### config.mk
export PLATFORM = sky130hd
export DESIGN_NAME = ipc_ctrl
export DESIGN_NICKNAME = d
export VERILOG_FILES = /design/src/rtl/ipc_pkg.sv /design/src/rtl/ipc_arb_if.sv /design/src/rtl/ipc_ctrl.sv /design/src/rtl/ipc_prio_arb.sv
export SDC_FILE = /design/constraint.sdc
export NUM_CORES = 1
export LEC_CHECK = 0
export BUFFER_PORTS_ARGS = -buffer_cell sky130_fd_sc_hd__buf_2
export CORE_MARGIN = 10
export CORE_UTILIZATION = 50
export CTS_CLUSTER_DIAMETER = 200
export CTS_CLUSTER_SIZE = 24
export DETAILED_ROUTE_END_ITERATION = 10
export GPL_ROUTABILITY_DRIVEN = 0
export GPL_TIMING_DRIVEN = 0
export PLACE_DENSITY = 0.82
export SYNTH_ARGS = -nofsm -noshare
export SYNTH_HDL_FRONTEND = slang
export SYNTH_HIERARCHICAL = 1
export SYNTH_SLANG_ARGS = --single-unit
### constraint.sdc
create_clock -name clock_i -period 3.5 [get_ports clock_i]
set_input_delay 0.7 -clock clock_i [delete_from_list [all_inputs] [get_ports clock_i]]
set_output_delay 0.7 -clock clock_i [all_outputs]
set_load 0.1 [all_outputs]
### src/rtl/ipc_pkg.sv
// Package of constants, types and helpers for the interrupt priority control block.
// Overview of operation
// - One master enable flag gates all sources; enable sets it, disable clears it.
// - Reset clears the master enable flag to 0.
// - In-service flag sits in the status word; ordinary writes cannot change it.
// - Acknowledgment pushes the status word with in-service flag, then sets flag to 1.
// - Return-from-service restores the saved status word, flag back to 0.
// - Reset clears the in-service flag to 0, normal program state.
// - Flag 0 allows acknowledgment; flag 1 blocks every request, no nesting.
// - Servicing takes 3 machine cycles before the routine starts.
// - After an enable or disable instruction, one more instruction runs first.
// - Back-to-back control instructions defer until after the last one's follower.
// - A disable instruction after the request leaves the request pending.
// - Request set in an instruction's last cycle waits one further instruction.
// - Request set earlier is serviced right after the current instruction.
// - A source needs its own enable and the master enable.
// - Requests raised while disabled stay pending until enabling allows them.
// - Simultaneous requests: higher priority first, other pending until return.
// - Priority timer, external edge, serial; vectors 0002h, 0004h, 0008h.
// - Event sets a request flag; acknowledgment clears it automatically.
// - Reset clears all request flags and source enable flags.
package ipc_pkg;

  localparam int          NSRC       = 3;
  localparam int          VEC_W      = 16;
  localparam int          SVC_CYCLES = 3;
  localparam logic [1:0]  SRC_TIMER  = 2'h0;
  localparam logic [1:0]  SRC_EXT    = 2'h1;
  localparam logic [1:0]  SRC_SER    = 2'h2;
  localparam logic [15:0] VEC_TIMER  = 16'h0002;
  localparam logic [15:0] VEC_EXT    = 16'h0004;
  localparam logic [15:0] VEC_SER    = 16'h0008;
  localparam logic        RST_IME    = 1'b0;
  localparam logic        RST_IST    = 1'b0;
  localparam logic [2:0]  RST_FLAGS  = 3'h0;

  typedef enum logic {
    IPC_IDLE = 1'b0,
    IPC_SVC  = 1'b1
  } ipc_state_t;

  // Maps a source index to its vector table entry.
  function automatic logic [15:0] ipc_vec(input logic [1:0] idx);
    unique case (idx)
      SRC_TIMER: ipc_vec = VEC_TIMER;
      SRC_EXT:   ipc_vec = VEC_EXT;
      SRC_SER:   ipc_vec = VEC_SER;
      default:   ipc_vec = 16'h0000;
    endcase
  endfunction : ipc_vec

endpackage : ipc_pkg

### src/rtl/ipc_arb_if.sv
// Interface joining the controller to its fixed priority arbiter.
`timescale 1ns/1ps
interface ipc_arb_if #(parameter int N = 3);
  logic [N-1:0] cand;
  logic         valid;
  logic [1:0]   idx;
  logic [N-1:0] grant;
  modport req (output cand, input valid, input idx, input grant);
  modport arb (input cand, output valid, output idx, output grant);
endinterface : ipc_arb_if

### src/rtl/ipc_ctrl.sv
// Interrupt priority and acknowledgment controller with its servicing sequence.
`timescale 1ns/1ps
module ipc_ctrl
  import ipc_pkg::*;
(
  input  wire logic              clock_i,
  input  wire logic              rstn_i,
  input  wire logic              mc_en_i,
  input  wire logic              instr_last_i,
  input  wire logic              instr_is_ctl_i,
  input  wire logic              enable_instr_i,
  input  wire logic              disable_instr_i,
  input  wire logic              return_from_service_instr_i,
  input  wire logic              saved_status_i,
  input  wire logic [NSRC-1:0]   src_en_set_i,
  input  wire logic [NSRC-1:0]   src_en_clr_i,
  input  wire logic [NSRC-1:0]   req_sw_set_i,
  input  wire logic [NSRC-1:0]   req_sw_clr_i,
  input  wire logic              interval_timer_irq_i,
  input  wire logic              ext_edge_irq_i,
  input  wire logic              serial_done_irq_i,
  output logic                   master_irq_enable_o,
  output logic                   in_service_status_o,
  output logic [NSRC-1:0]        source_request_flag_o,
  output logic [NSRC-1:0]        source_enable_flag_o,
  output logic [NSRC-1:0]        vectored_request_o,
  output logic                   service_o,
  output logic                   service_start_o,
  output logic                   pushed_status_o,
  output logic [1:0]             ack_src_o,
  output logic [VEC_W-1:0]       vector_o
);

  // Whole controller state, registered as one word.
  typedef struct packed {
    ipc_state_t      st;
    logic [1:0]      cnt;
    logic            master_irq_enable;
    logic            ist;
    logic [NSRC-1:0] req;
    logic [NSRC-1:0] en;
    logic [NSRC-1:0] vrq;
    logic            svc;
    logic            push;
    logic            pushed;
    logic [1:0]      src;
    logic [VEC_W-1:0] vec;
  } ipc_regs_t;

  localparam logic [1:0] SVC_LAST = 2'(SVC_CYCLES - 1);

  ipc_regs_t       q;
  ipc_regs_t       d;
  logic            instr_done;
  logic            eff_ist;
  logic            ack_take;
  logic [NSRC-1:0] hw_set;
  logic [NSRC-1:0] req_clr;

  ipc_arb_if #(.N(NSRC)) arb_if ();

  // Priority resolution over requests that are both raised and enabled.
  ipc_prio_arb #(
    .N (NSRC)
  ) u_arb (
    .a (arb_if.arb)
  );

  // Candidate set for the arbiter.
  assign arb_if.cand = q.req & q.en;

  // An instruction finishes at the end of its last machine cycle.
  assign instr_done = mc_en_i & instr_last_i;

  // A return restores the status before the decision at the same boundary.
  assign eff_ist = (instr_done && return_from_service_instr_i) ? saved_status_i : q.ist;

  // Acknowledge only at a boundary of an ordinary instruction while idle.
  // Requests raised in the last cycle are not yet in q.req here, so they
  // wait one further instruction; earlier ones are taken now.
  assign ack_take = instr_done
                  & ~instr_is_ctl_i
                  & (q.st == IPC_IDLE)
                  & q.master_irq_enable
                  & ~eff_ist
                  & arb_if.valid;

  // Raw event pulses, one bit per source in priority order.
  assign hw_set = {serial_done_irq_i, ext_edge_irq_i, interval_timer_irq_i};

  // Next-state logic for the whole controller.
  always_comb begin
    d      = q;
    d.push = 1'b0;

    // Request flags: events and software set, software or acknowledgment clear.
    req_clr = instr_done ? req_sw_clr_i : '0;
    if (ack_take) begin
      req_clr = req_clr | arb_if.grant;
    end
    // A set in the same cycle as a clear wins, so no event is lost.
    d.req = (q.req & ~req_clr) | hw_set | (instr_done ? req_sw_set_i : '0);

    // Source enables change only when their instruction completes.
    if (instr_done) begin
      d.en = (q.en & ~src_en_clr_i) | src_en_set_i;
    end

    // Master enable follows the enable and disable instructions.
    if (instr_done && enable_instr_i) begin
      d.master_irq_enable = 1'b1;
    end else if (instr_done && disable_instr_i) begin
      d.master_irq_enable = 1'b0;
    end

    // The in-service flag is written only by return and acknowledgment.
    if (instr_done && return_from_service_instr_i) begin
      d.ist = saved_status_i;
    end

    // Servicing sequence.
    unique case (q.st)
      IPC_IDLE: begin
        if (ack_take) begin
          d.st     = IPC_SVC;
          d.cnt    = 2'h0;
          d.svc    = 1'b1;
          d.push   = 1'b1;
          d.pushed = eff_ist;
          d.ist    = 1'b1;
          d.src    = arb_if.idx;
          d.vec    = ipc_vec(arb_if.idx);
        end
      end
      IPC_SVC: begin
        if (mc_en_i) begin
          if (q.cnt == SVC_LAST) begin
            d.st  = IPC_IDLE;
            d.svc = 1'b0;
            d.cnt = 2'h0;
          end else begin
            d.cnt = q.cnt + 2'h1;
          end
        end
      end
    endcase

    // Vectored request lines reflect raised and enabled sources.
    d.vrq = d.req & d.en;
  end

  // State register; reset clears flags and the status bit.
  always_ff @(posedge clock_i or negedge rstn_i) begin
    if (!rstn_i) begin
      q        <= '0;
      q.st     <= IPC_IDLE;
      q.master_irq_enable    <= RST_IME;
      q.ist    <= RST_IST;
      q.req    <= RST_FLAGS;
      q.en     <= RST_FLAGS;
    end else begin
      q <= d;
    end
  end

  // Outputs straight from the state register; no port writes the
  // in-service flag directly.
  assign master_irq_enable_o   = q.master_irq_enable;
  assign in_service_status_o   = q.ist;
  assign source_request_flag_o = q.req;
  assign source_enable_flag_o  = q.en;
  assign vectored_request_o    = q.vrq;
  assign service_o             = q.svc;
  assign service_start_o       = q.push;
  assign pushed_status_o       = q.pushed;
  assign ack_src_o             = q.src;
  assign vector_o              = q.vec;

  // Helper: machine cycles counted while servicing is active.
  logic [2:0] chk_mc_q;

  // Counts machine-cycle enables seen during a servicing run.
  always_ff @(posedge clock_i or negedge rstn_i) begin
    if (!rstn_i) begin
      chk_mc_q <= 3'h0;
    end else if (ack_take) begin
      chk_mc_q <= 3'h0;
    end else if (q.svc && mc_en_i && chk_mc_q != 3'h7) begin
      chk_mc_q <= chk_mc_q + 3'h1;
    end
  end
endmodule : ipc_ctrl

### src/rtl/ipc_prio_arb.sv
// Fixed priority arbiter: the lowest source index wins.
`timescale 1ns/1ps
module ipc_prio_arb
  import ipc_pkg::*;
#(
  parameter int N = NSRC
) (
  ipc_arb_if.arb a
);

  // Scan downward so the lowest pending index is the last one kept.
  always_comb begin
    a.valid = 1'b0;
    a.idx   = 2'h0;
    a.grant = '0;
    for (int i = N - 1; i >= 0; i--) begin
      if (a.cand[i]) begin
        a.valid = 1'b1;
        a.idx   = i[1:0];
        a.grant = '0;
        a.grant[i] = 1'b1;
      end
    end
  end

endmodule : ipc_prio_arb

==> results of run 1 <==
Yosys cell counts (3+ instances only):
| cell type | instances | area [um2] |
|---|---|---|
| and2_1 | 5 | 31.3 |
| nand3_1 | 6 | 30.0 |
| buf_4 | 30 | 225 |
| o21ai_0 | 6 | 30.0 |
| a211oi_2 | 3 | 37.5 |
| and4_1 | 3 | 26.3 |
| dfrtp_1 | 22 | 551 |
| nand2_1 | 7 | 26.3 |
| nor2b_1 | 3 | 18.8 |
| mux2_4 | 5 | 75.1 |
| inv_1 | 5 | 18.8 |
| a221oi_1 | 3 | 26.3 |
worst max-delay path by stage:
stage	cells past startpoint	slack, ns	endpoint	from
final	2	1.54	source_request_flag_o[0]	source_request_flag_o[0]
after global routing	2	1.46	source_request_flag_o[0]	source_request_flag_o[0]
after CTS	2	1.52	source_request_flag_o[0]	source_request_flag_o[0]
after detailed placement	5	1.61	vector_o[1]	instr_is_ctl_i
after global placement	5	1.63	vector_o[1]	instr_is_ctl_i
after floorplan	4	1.51	vector_o[1]	master_irq_enable_o
metal layers:
metal  vias up  GRT usage (%)
met2        28           22.3
met1       480           11.3
met3         6           3.58
li1        500              -
met5         -              0
met4         0           7.31
flip-flops by register name, summed over array words and instances (netlist names):
| register | count |
|---|---|
| master_irq_enable_o | 1 |
| pushed_status_o | 1 |
| source_enable_flag_o | 3 |
| source_request_flag_o | 3 |
| vector_o | 3 |
| q | 3 |
| in_service_status_o | 1 |
| ack_src_o | 2 |
| vectored_request_o | 3 |
| service_o | 1 |
| service_start_o | 1 |
power by group through the flow:
stage	Clock (mW)	Combinational (mW)	Sequential, mW
finish	0.140	0.632	0.351
global route	0.152	0.661	0.359
CTS	0.144	0.638	0.351
detailed placement	0	0.637	0.357
global placement	0	0.628	0.351
floorplan	0	0.478	0.422
layout make-up:
cell class / instances / area [um2]
sequential: 22 / 551
tap: 30 / 37.5
clock buffer: 4 / 36.3
timing repair buffer: 41 / 205
fill: 209 / 858
inverter: 6 / 25.0
buffer: 33 / 263
multi-input combinational: 74 / 524
per-stage QoR:
stage               hold WS, ns  cell area [um2]  worst slack, ns  power (mW)
global route              0.368             1640             1.46        1.17
CTS                       0.350             1640             1.52        1.13
detailed placement        0.469             1610             1.61       0.993
global placement          0.466             1610             1.63       0.978
finish                    0.340             1640             1.54        1.12
floorplan                 0.404             1360             1.51       0.900
cell families after synthesis:
kind of cell           count (synthesis)
buffers and inverters                 39
AND/OR/NAND/NOR                       33
AO/OA/AOI/OAI                         22
flip-flops                            22
multiplexers                           6
other                                  1
==> impl_metrics.tcl, run 1 <==
set metrics [dict create \
    status "completed" \
    num_rows 18 \
    cts_made_buffers 3 \
    cts_buffer_depth 2 \
    path_max_fanout 4 \
    wl_met1_um 1090 \
    slowest_stage "dfrtp_1" \
    ctsResizeCount 0 \
    clock_sinks 22 \
    hold_path_class "in -> async" \
    area_growth_syn_to_layout_pct 24.6 \
    dr_wl_met3_um 221 \
    ir_worst_vdd_v 0.000563 \
    maxCapViolCount 0 \
    yosysUniqueCellTypes 32 \
    swShare_pct 51.9 \
    grt_pass1_wl_um 5090 \
    comb_power_share_pct 56.3 \
    synth_top_family_by_area "buffers and inverters" \
    ioPinCount 56 \
    synthAdderAreaFrac_pct 0 \
    via_per_inst 4.83 \
    dpl.hpwl_um 2560 \
    first_pass_iters 4 \
    ys_warn_count 6 \
    final_cell_mix "buf_2, buf_4, dfrtp_1, conb_1, nand2_1" \
    synthMuxAreaShare_pct 6.74 \
    cp_cell_sequence "buf_4, buf_2" \
    setup_tns_ns 0 \
    initial_core_util_pct 52.7 \
    synth-compound-area-share_pct 13.7 \
    fin_nets 205 \
    dp_cells 206 \
    drv_slew 0 \
    crit_arrival_ns 1.26 \
    core_area_um2 2500 \
    grt_antenna_before_repair 0 \
    required_ns 2.80 \
    critPathBufInv 2 \
    synthXorXnorAreaFrac_pct 0 \
    final_common_cell "buf_2" \
    die_h_um 71.3 \
    max_stage_delay_ns 0.42 \
    ys.flop_type "dfrtp_1" \
    topRoutingLayerUsed "met4" \
    yosysSeqAreaShare_pct 41.8 \
    r2r_slack_ns 1.62 \
    vias 1014 \
    cts_tree "done" \
    timing.rr.end "vector_o[1]" \
    skew_ns 0.00307 \
    wl_per_cell_um 14.5 \
    fin_crit_sh_pct 56.0 \
    antenna_cells 0 \
    synth-simple-area-share_pct 15.7 \
    postCtsHoldBufs 0 \
    fin_util_pct 65.7 \
    hold_violations 0 \
    track_usage_pct 12.0 \
    layout-drive-gt1-share_pct 52.8 \
    syn_area_per_cell_um2 10.7 \
    gr-total-overflow 0 \
    grt_start_max_net_pins 23 \
    post_cts_buffers 0 \
    seq_power_share_pct 31.2 \
    fin_crit_ns 1.96 \
    h-tree-depth 1 \
    route.met2.wl_um 1680 \
    clkTransAtPathRegs_ns 0.12 \
    startpoint_type "flop" \
    die_area_um2 5090 \
    rsz0062_at_grt "no" \
    drc 0 \
    port_buffers 41 \
    drtAntennaViolNets 0 \
    ff2ff_path_depth 6 \
    max_freq_ghz 0.510 \
    power_switching_mw 0.584 \
    fp.dieW_um 71.3 \
    synth_edf_count 0 \
    p_int_mw 0.540 \
    netlist_instances 123 \
    insertion_delay_ns 0.30 \
    p_per_area_nw_per_um2 685 \
    path_delay_family "buffers and inverters" \
    criticalPathCategory "reg -> out" \
    cts_root_buffer "clkbuf_4" \
    netlist_area_um2 1320 \
    drtIter0Drc 41 \
    ys_async_sr_fraction_pct 100 \
    worstReg2RegStart "source_enable_flag_o[1]" \
    grt_pass1_vias 1158 \
    p_leak_nw 0.879 \
    wirelength_um 3050 \
    setup_viol 0 \
    ys_ff_latch 22 \
    cp-end-kind "primary output" \
    instances_no_fill 210 \
    clkPwrFrac_pct 12.5 \
]
Power figures use the tool's default switching activity.
==> run 2: changes to the inputs <==
--- a/config.mk
+++ b/config.mk
@@ -7,13 +7,13 @@
 export LEC_CHECK = 0
 export BUFFER_PORTS_ARGS = -buffer_cell sky130_fd_sc_hd__buf_2
 export CORE_MARGIN = 10
-export CORE_UTILIZATION = 50
+export CORE_UTILIZATION = 47
 export CTS_CLUSTER_DIAMETER = 200
 export CTS_CLUSTER_SIZE = 24
 export DETAILED_ROUTE_END_ITERATION = 10
 export GPL_ROUTABILITY_DRIVEN = 0
 export GPL_TIMING_DRIVEN = 0
-export PLACE_DENSITY = 0.82
+export PLACE_DENSITY = 0.78
 export SYNTH_ARGS = -nofsm -noshare
 export SYNTH_HDL_FRONTEND = slang
 export SYNTH_HIERARCHICAL = 1
==> constraint.sdc (replaced) <==
create_clock -name clock_i -period 1.84 [get_ports clock_i]
set_input_delay 0.368 -clock clock_i [delete_from_list [all_inputs] [get_ports clock_i]]
set_output_delay 0.368 -clock clock_i [all_outputs]
set_load 0.1 [all_outputs]
==> impl_metrics.tcl, run 2 (synthesized netlist as in run 1, its figures left out) <==
set metrics [dict create \
    timing.rr.end "vector_o[3]" \
    worstReg2RegStart "source_enable_flag_o[2]" \
    required_ns 2.06 \
    port_buffers 41 \
    antenna_cells 0 \
    cp-endpoint "vector_o[3]" \
    initial_core_util_pct 48.6 \
    clock_sinks 22 \
    seq_power_share_pct 29.3 \
    violations "negative hold slack" \
    final_cell_mix "buf_2, buf_4, dfrtp_1, conb_1, nand2_1" \
    path_max_fanout 5 \
    dpl.hpwl_um 2470 \
    first_pass_iters 4 \
    grt_antenna_before_repair 0 \
    fill_cells 229 \
    final_area_um2 1730 \
    regArea_um2 552 \
    maxCapViolCount 0 \
    clkPwrFrac_pct 16.3 \
    p_int_mw 1.15 \
    fin_crit_ns 1.83 \
    p_leak_nw 0.929 \
    num_rows 19 \
    p_per_area_nw_per_um2 1320 \
    ir_worst_vdd_v 0.000822 \
    hold_violations 22 \
    cts_buffer_depth 2 \
    fin_nets 213 \
    swShare_pct 49.4 \
    fin_crit_sh_pct 99.2 \
    ioPinCount 56 \
    drtIter0Drc 32 \
    cts_made_buffers 3 \
    drtAntennaViolNets 0 \
    dp_cells 207 \
    setup_viol 0 \
    timing.hold.ws_ns -0.0137 \
    place_area_um2 1610 \
    vias 1078 \
    layout-drive-gt1-share_pct 56.9 \
    hold_path_class "in -> async" \
    comb_power_share_pct 54.4 \
    r2r_slack_ns 0.01 \
    via_per_inst 4.92 \
    startpoint_type "flop" \
    clkTransAtPathRegs_ns 0.12 \
    cp_cell_sequence "and2_4, or3_1, and4bb_2, nand3_4, inv_4, mux2_4" \
    ff2ff_path_depth 6 \
    slowest_stage "dfrtp_1" \
    max_freq_ghz 0.548 \
    multi_input_area_um2 532 \
    cp-end-kind "flop" \
    final_common_cell "buf_2" \
    critPathLaunch "source_enable_flag_o[2]" \
    crit_arrival_ns 2.04 \
    h-tree-depth 1 \
    wirelength_um 3110 \
    cts_tree "done" \
    die_h_um 72.9 \
    die_area_um2 5320 \
    wl_per_cell_um 14.2 \
    area_growth_syn_to_layout_pct 31.1 \
    power.total_mw 2.28 \
    core_area_um2 2710 \
    fp.dieW_um 72.9 \
    cts_root_buffer "clkbuf_4" \
    track_usage_pct 11.6 \
    power_switching_mw 1.13 \
    criticalPathCategory "reg -> reg" \
    status "finished with violations" \
    post-place-ws_ns -0.0421 \
    postCtsHoldBufs 0 \
    drv_slew 0 \
    rsz0062_at_grt "yes" \
    grt_start_max_net_pins 23 \
    drc 0 \
    gr-total-overflow 0 \
    grt_pass1_vias 1116 \
    grt_pass1_wl_um 5040 \
    skew_ns 0.00667 \
    instances_no_fill 219 \
    max_stage_delay_ns 0.43 \
    setup_slack_ns 0.0142 \
    insertion_delay_ns 0.31 \
]
run 2: changes by cell type in the layout (fill, tap and decap cells not counted):
cell and change:
and2_1 -3, and2_4 +3, buf_4 +8, bufinv_16 +1, clkbuf_8 -1, dfrtp_1 -1
dfrtp_2 +1
run 2: power by group through the flow:
stage               Clock (mW)  Sequential [mW]  Combinational [mW]
floorplan                    0            0.803               0.909
global placement             0            0.668                1.20
detailed placement           0            0.678                1.21
CTS                      0.381            0.667                1.23
global route             0.396            0.683                1.30
finish                   0.371            0.669                1.24
run 2: final cells by class:
cell class	count	area share, %
inverter	6	1.45
multi-input combinational	74	30.8
clock buffer	3	1.30
timing repair buffer	49	15.4
sequential	22	31.9
buffer	33	15.2
clock inverter	1	1.74
tap	31	2.24
run 2: worst min-delay path by stage:
| stage | from | endpoint | slack [ns] | cells after the start |
|---|---|---|---|---|
| global placement | rstn_i | vectored_request_o[0] | 0.35 | 1 |
| global route | rstn_i | master_irq_enable_o | 0.02 | 1 |
| detailed placement | rstn_i | source_enable_flag_o[0] | 0.36 | 1 |
| floorplan | rstn_i | ack_src_o[0] | 0.07 | 0 |
| finish | rstn_i | vectored_request_o[2] | -0.01 | 1 |
| CTS | rstn_i | vectored_request_o[2] | 0.0008 | 1 |
run 2: what timing repair did:
| action | CTS | global route |
|---|---|---|
| resized for setup | 0 | 3 |
| setup buffers | 4 | 4 |
| pin swaps | 1 | 4 |
| setup endpoints to repair | 5 | 5 |
| endpoints found under the hold margin | 0 | 0 |
run 2: metal layers:
metal	up-vias	routed length [um]	GRT usage (%)	share of wire (%)
met5	-	0	0	0
met4	0	70	6.12	2.2
met3	5	243	3.54	7.8
met2	46	1640	20.5	53
met1	506	1160	12.0	37
li1	521	-	-	-
run 2: worst max-delay path: cells and delay by family, from the launching register on:
kind	cells	cell delay [ns]
buffers and inverters	1	0.06
flip-flops	1	0.43
multiplexers	1	0.29
AND/OR/NAND/NOR	4	0.94
run 2: stage by stage:
stage | hold slack [ns] | setup TNS (ns) | utilization, %
after global placement | 0.345 | -0.0339 | 59.3
after detailed placement | 0.355 | -0.118 | 59.3
after floorplan | 0.0724 | 0 | -
after global routing | 0.0239 | -0.116 | 63.8
after CTS | 0.000765 | 0 | 62.4
final | -0.0137 | 0 | 63.8
==> run 3: changes to the inputs <==
--- a/config.mk
+++ b/config.mk
@@ -5,15 +5,16 @@
 export SDC_FILE = /design/constraint.sdc
 export NUM_CORES = 1
 export LEC_CHECK = 0
+export ABC_AREA = 1
 export BUFFER_PORTS_ARGS = -buffer_cell sky130_fd_sc_hd__buf_2
 export CORE_MARGIN = 10
-export CORE_UTILIZATION = 47
+export CORE_UTILIZATION = 50
 export CTS_CLUSTER_DIAMETER = 200
 export CTS_CLUSTER_SIZE = 24
 export DETAILED_ROUTE_END_ITERATION = 10
 export GPL_ROUTABILITY_DRIVEN = 0
 export GPL_TIMING_DRIVEN = 0
-export PLACE_DENSITY = 0.78
+export PLACE_DENSITY = 0.82
 export SYNTH_ARGS = -nofsm -noshare
 export SYNTH_HDL_FRONTEND = slang
 export SYNTH_HIERARCHICAL = 1
==> constraint.sdc (replaced) <==
create_clock -name clock_i -period 2.35 [get_ports clock_i]
set_input_delay 0.47 -clock clock_i [delete_from_list [all_inputs] [get_ports clock_i]]
set_output_delay 0.47 -clock clock_i [all_outputs]
set_load 0.1 [all_outputs]
==> impl_metrics.tcl, run 3 <==
set metrics [dict create \
    hold_path_class "in -> async" \
    post_cts_buffers 0 \
    final_common_cell "nand2_1" \
    cp_cell_sequence "buf_4, buf_2" \
    antenna_cells 0 \
    fin_crit_ns 1.71 \
    hold_violations 0 \
    skew_ns 0.00411 \
    fin_crit_sh_pct 72.7 \
    required_ns 1.88 \
    p_leak_nw 0.987 \
    grt_antenna_before_repair 0 \
    track_usage_pct 10.8 \
    postCtsHoldBufs 0 \
    drtIter0Drc 13 \
    criticalPathCategory "reg -> out" \
    swShare_pct 55.8 \
    place_area_um2 1590 \
    yosysUniqueCellTypes 20 \
    maxCapViolCount 0 \
    power_switching_mw 0.929 \
    ys.flop_type "dfrtp_1" \
    yosys.area.top_type "dfrtp_1" \
    status "completed" \
    netlist_area_um2 1300 \
    final_area_um2 1610 \
    final_cell_mix "nand2_1, buf_2, buf_4, inv_1, dfrtp_1" \
    netlist.area_leader.share_pct 42.3 \
    wl_per_cell_um 10.9 \
    die_area_um2 5050 \
    ys_warn_count 6 \
    p_per_area_nw_per_um2 1030 \
    fin_nets 242 \
    yosysMostFrequentCell "nand2_1" \
    seq_power_share_pct 31.0 \
    cp-end-kind "primary output" \
    max_freq_ghz 0.586 \
    setup_tns_ns 0 \
    h-tree-depth 1 \
    ys_ff_latch 22 \
    insertion_delay_ns 0.31 \
    drtAntennaViolNets 0 \
    startpoint_type "flop" \
    max_stage_delay_ns 0.41 \
    cts_made_buffers 3 \
    core_area_um2 2480 \
    syn_area_per_cell_um2 8.14 \
    clkPwrFrac_pct 10.1 \
    first_pass_iters 4 \
    comb_power_share_pct 58.9 \
    clkTransAtPathRegs_ns 0.11 \
    dpl.hpwl_um 2240 \
    grt_start_max_net_pins 23 \
    slowest_stage "buf_2" \
    initial_core_util_pct 52.6 \
    vias 1064 \
    synth.area.top_cells "dfrtp_1, buf_4, nand2_1" \
    ir_worst_vdd_v 0.000682 \
    port_buffers 41 \
    netlist_instances 160 \
    power.total_mw 1.66 \
    crit_arrival_ns 1.24 \
    synth_edf_count 0 \
    path_max_fanout 3 \
    via_per_inst 4.33 \
    ioPinCount 56 \
    yosysSeqAreaShare_pct 42.3 \
    rsz0062_at_grt "no" \
    ys_async_sr_fraction_pct 100 \
    wirelength_um 2680 \
    setup_viol 0 \
    cts_root_buffer "clkbuf_4" \
    drc 0 \
    num_rows 18 \
    fp.dieW_um 71.0 \
    clock_sinks 22 \
    layout-drive-gt1-share_pct 44.0 \
    cts_tree "done" \
    yosys-top-cells-count "nand2_1, buf_4, inv_1" \
    area_growth_syn_to_layout_pct 23.8 \
    grt_pass1_vias 1077 \
    drv_slew 0 \
    ctsResizeCount 0 \
    die_h_um 71.0 \
    p_int_mw 0.735 \
    gr-total-overflow 0 \
    cts_buffer_depth 2 \
    grt_pass1_wl_um 4590 \
]
## run 3: cell types whose count changed after synthesis, sizes merged, moves of 3 or more
cell,previous run,this run
mux2,5,0
and2,5,0
nand2,7,50
nor2b,3,0
a22oi,3,0
nor2,1,6
a221oi,3,0
a211oi,3,0
nand4,0,3
inv,6,25
and4,3,0
## run 3: final timing paths
| kind | from | slack (ns) | cells after the start | end |
|---|---|---|---|---|
| worst min register to register | vector_o[1] | 0.50 | 2 | vector_o[1] |
| worst min-delay path | rstn_i | 0.1 | 1 | pushed_status_o |
| min in group clock_i | src_en_set_i[2] | 0.38 | 3 | source_enable_flag_o[2] |
| worst max-delay path | source_enable_flag_o[1] | 0.64 | 2 | source_enable_flag_o[1] |
| max in group asynchronous | rstn_i | 1.93 | 1 | source_enable_flag_o[2] |
| worst max register to register | source_enable_flag_o[0] | 0.92 | 12 | vector_o[2] |
## run 3: cell families after synthesis
kind of cell | Yosys count | synth area share, %
simple gates | 64 | 21.4
buf+inv | 58 | 27.1
flops | 22 | 42.3
compound gates | 15 | 8.93
other cells | 1 | 0.288
## run 3: through the flow
step | cells | worst slack, ns | hold slack, ns | util, %
after floorplan | 172 | 0.628 | 0.174 | -
after global placement | 243 | 0.957 | 0.450 | 64.2
after detailed placement | 243 | 0.930 | 0.457 | 64.2
after CTS | 246 | 0.628 | 0.111 | 65.1
after global routing | 246 | 0.588 | 0.130 | 65.1
final | 246 | 0.642 | 0.0975 | 65.1
## run 3: metal layers
metal	vias to the layer above	track usage [%]	share of wire, %
li1	554	-	-
met1	461	12.1	39
met2	44	16.7	46
met3	5	5.58	14
met4	0	4.52	1.6
met5	-	0	0
## run 3: power groups by stage
stage	clock (mW)	sequential, mW	combinational [mW]
final	0.167	0.516	0.980
after global routing	0.185	0.528	1.04
after CTS	0.175	0.517	0.988
after detailed placement	0	0.525	0.987
after global placement	0	0.523	0.975
after floorplan	0	0.690	0.685
## run 3: cell type report
class	count	area [um2]
buffer	33	259
inverter	25	93.8
sequential	22	551
fill	233	865
tap	30	37.5
multi-input combinational	92	444
timing repair buffer	41	205
clock buffer	3	22.5
## run 3: worst max-delay path: cells and delay by family, from the launching register on
kind,cells,cell delay [ns]
flops,1,0.40
buf+inv,2,0.53
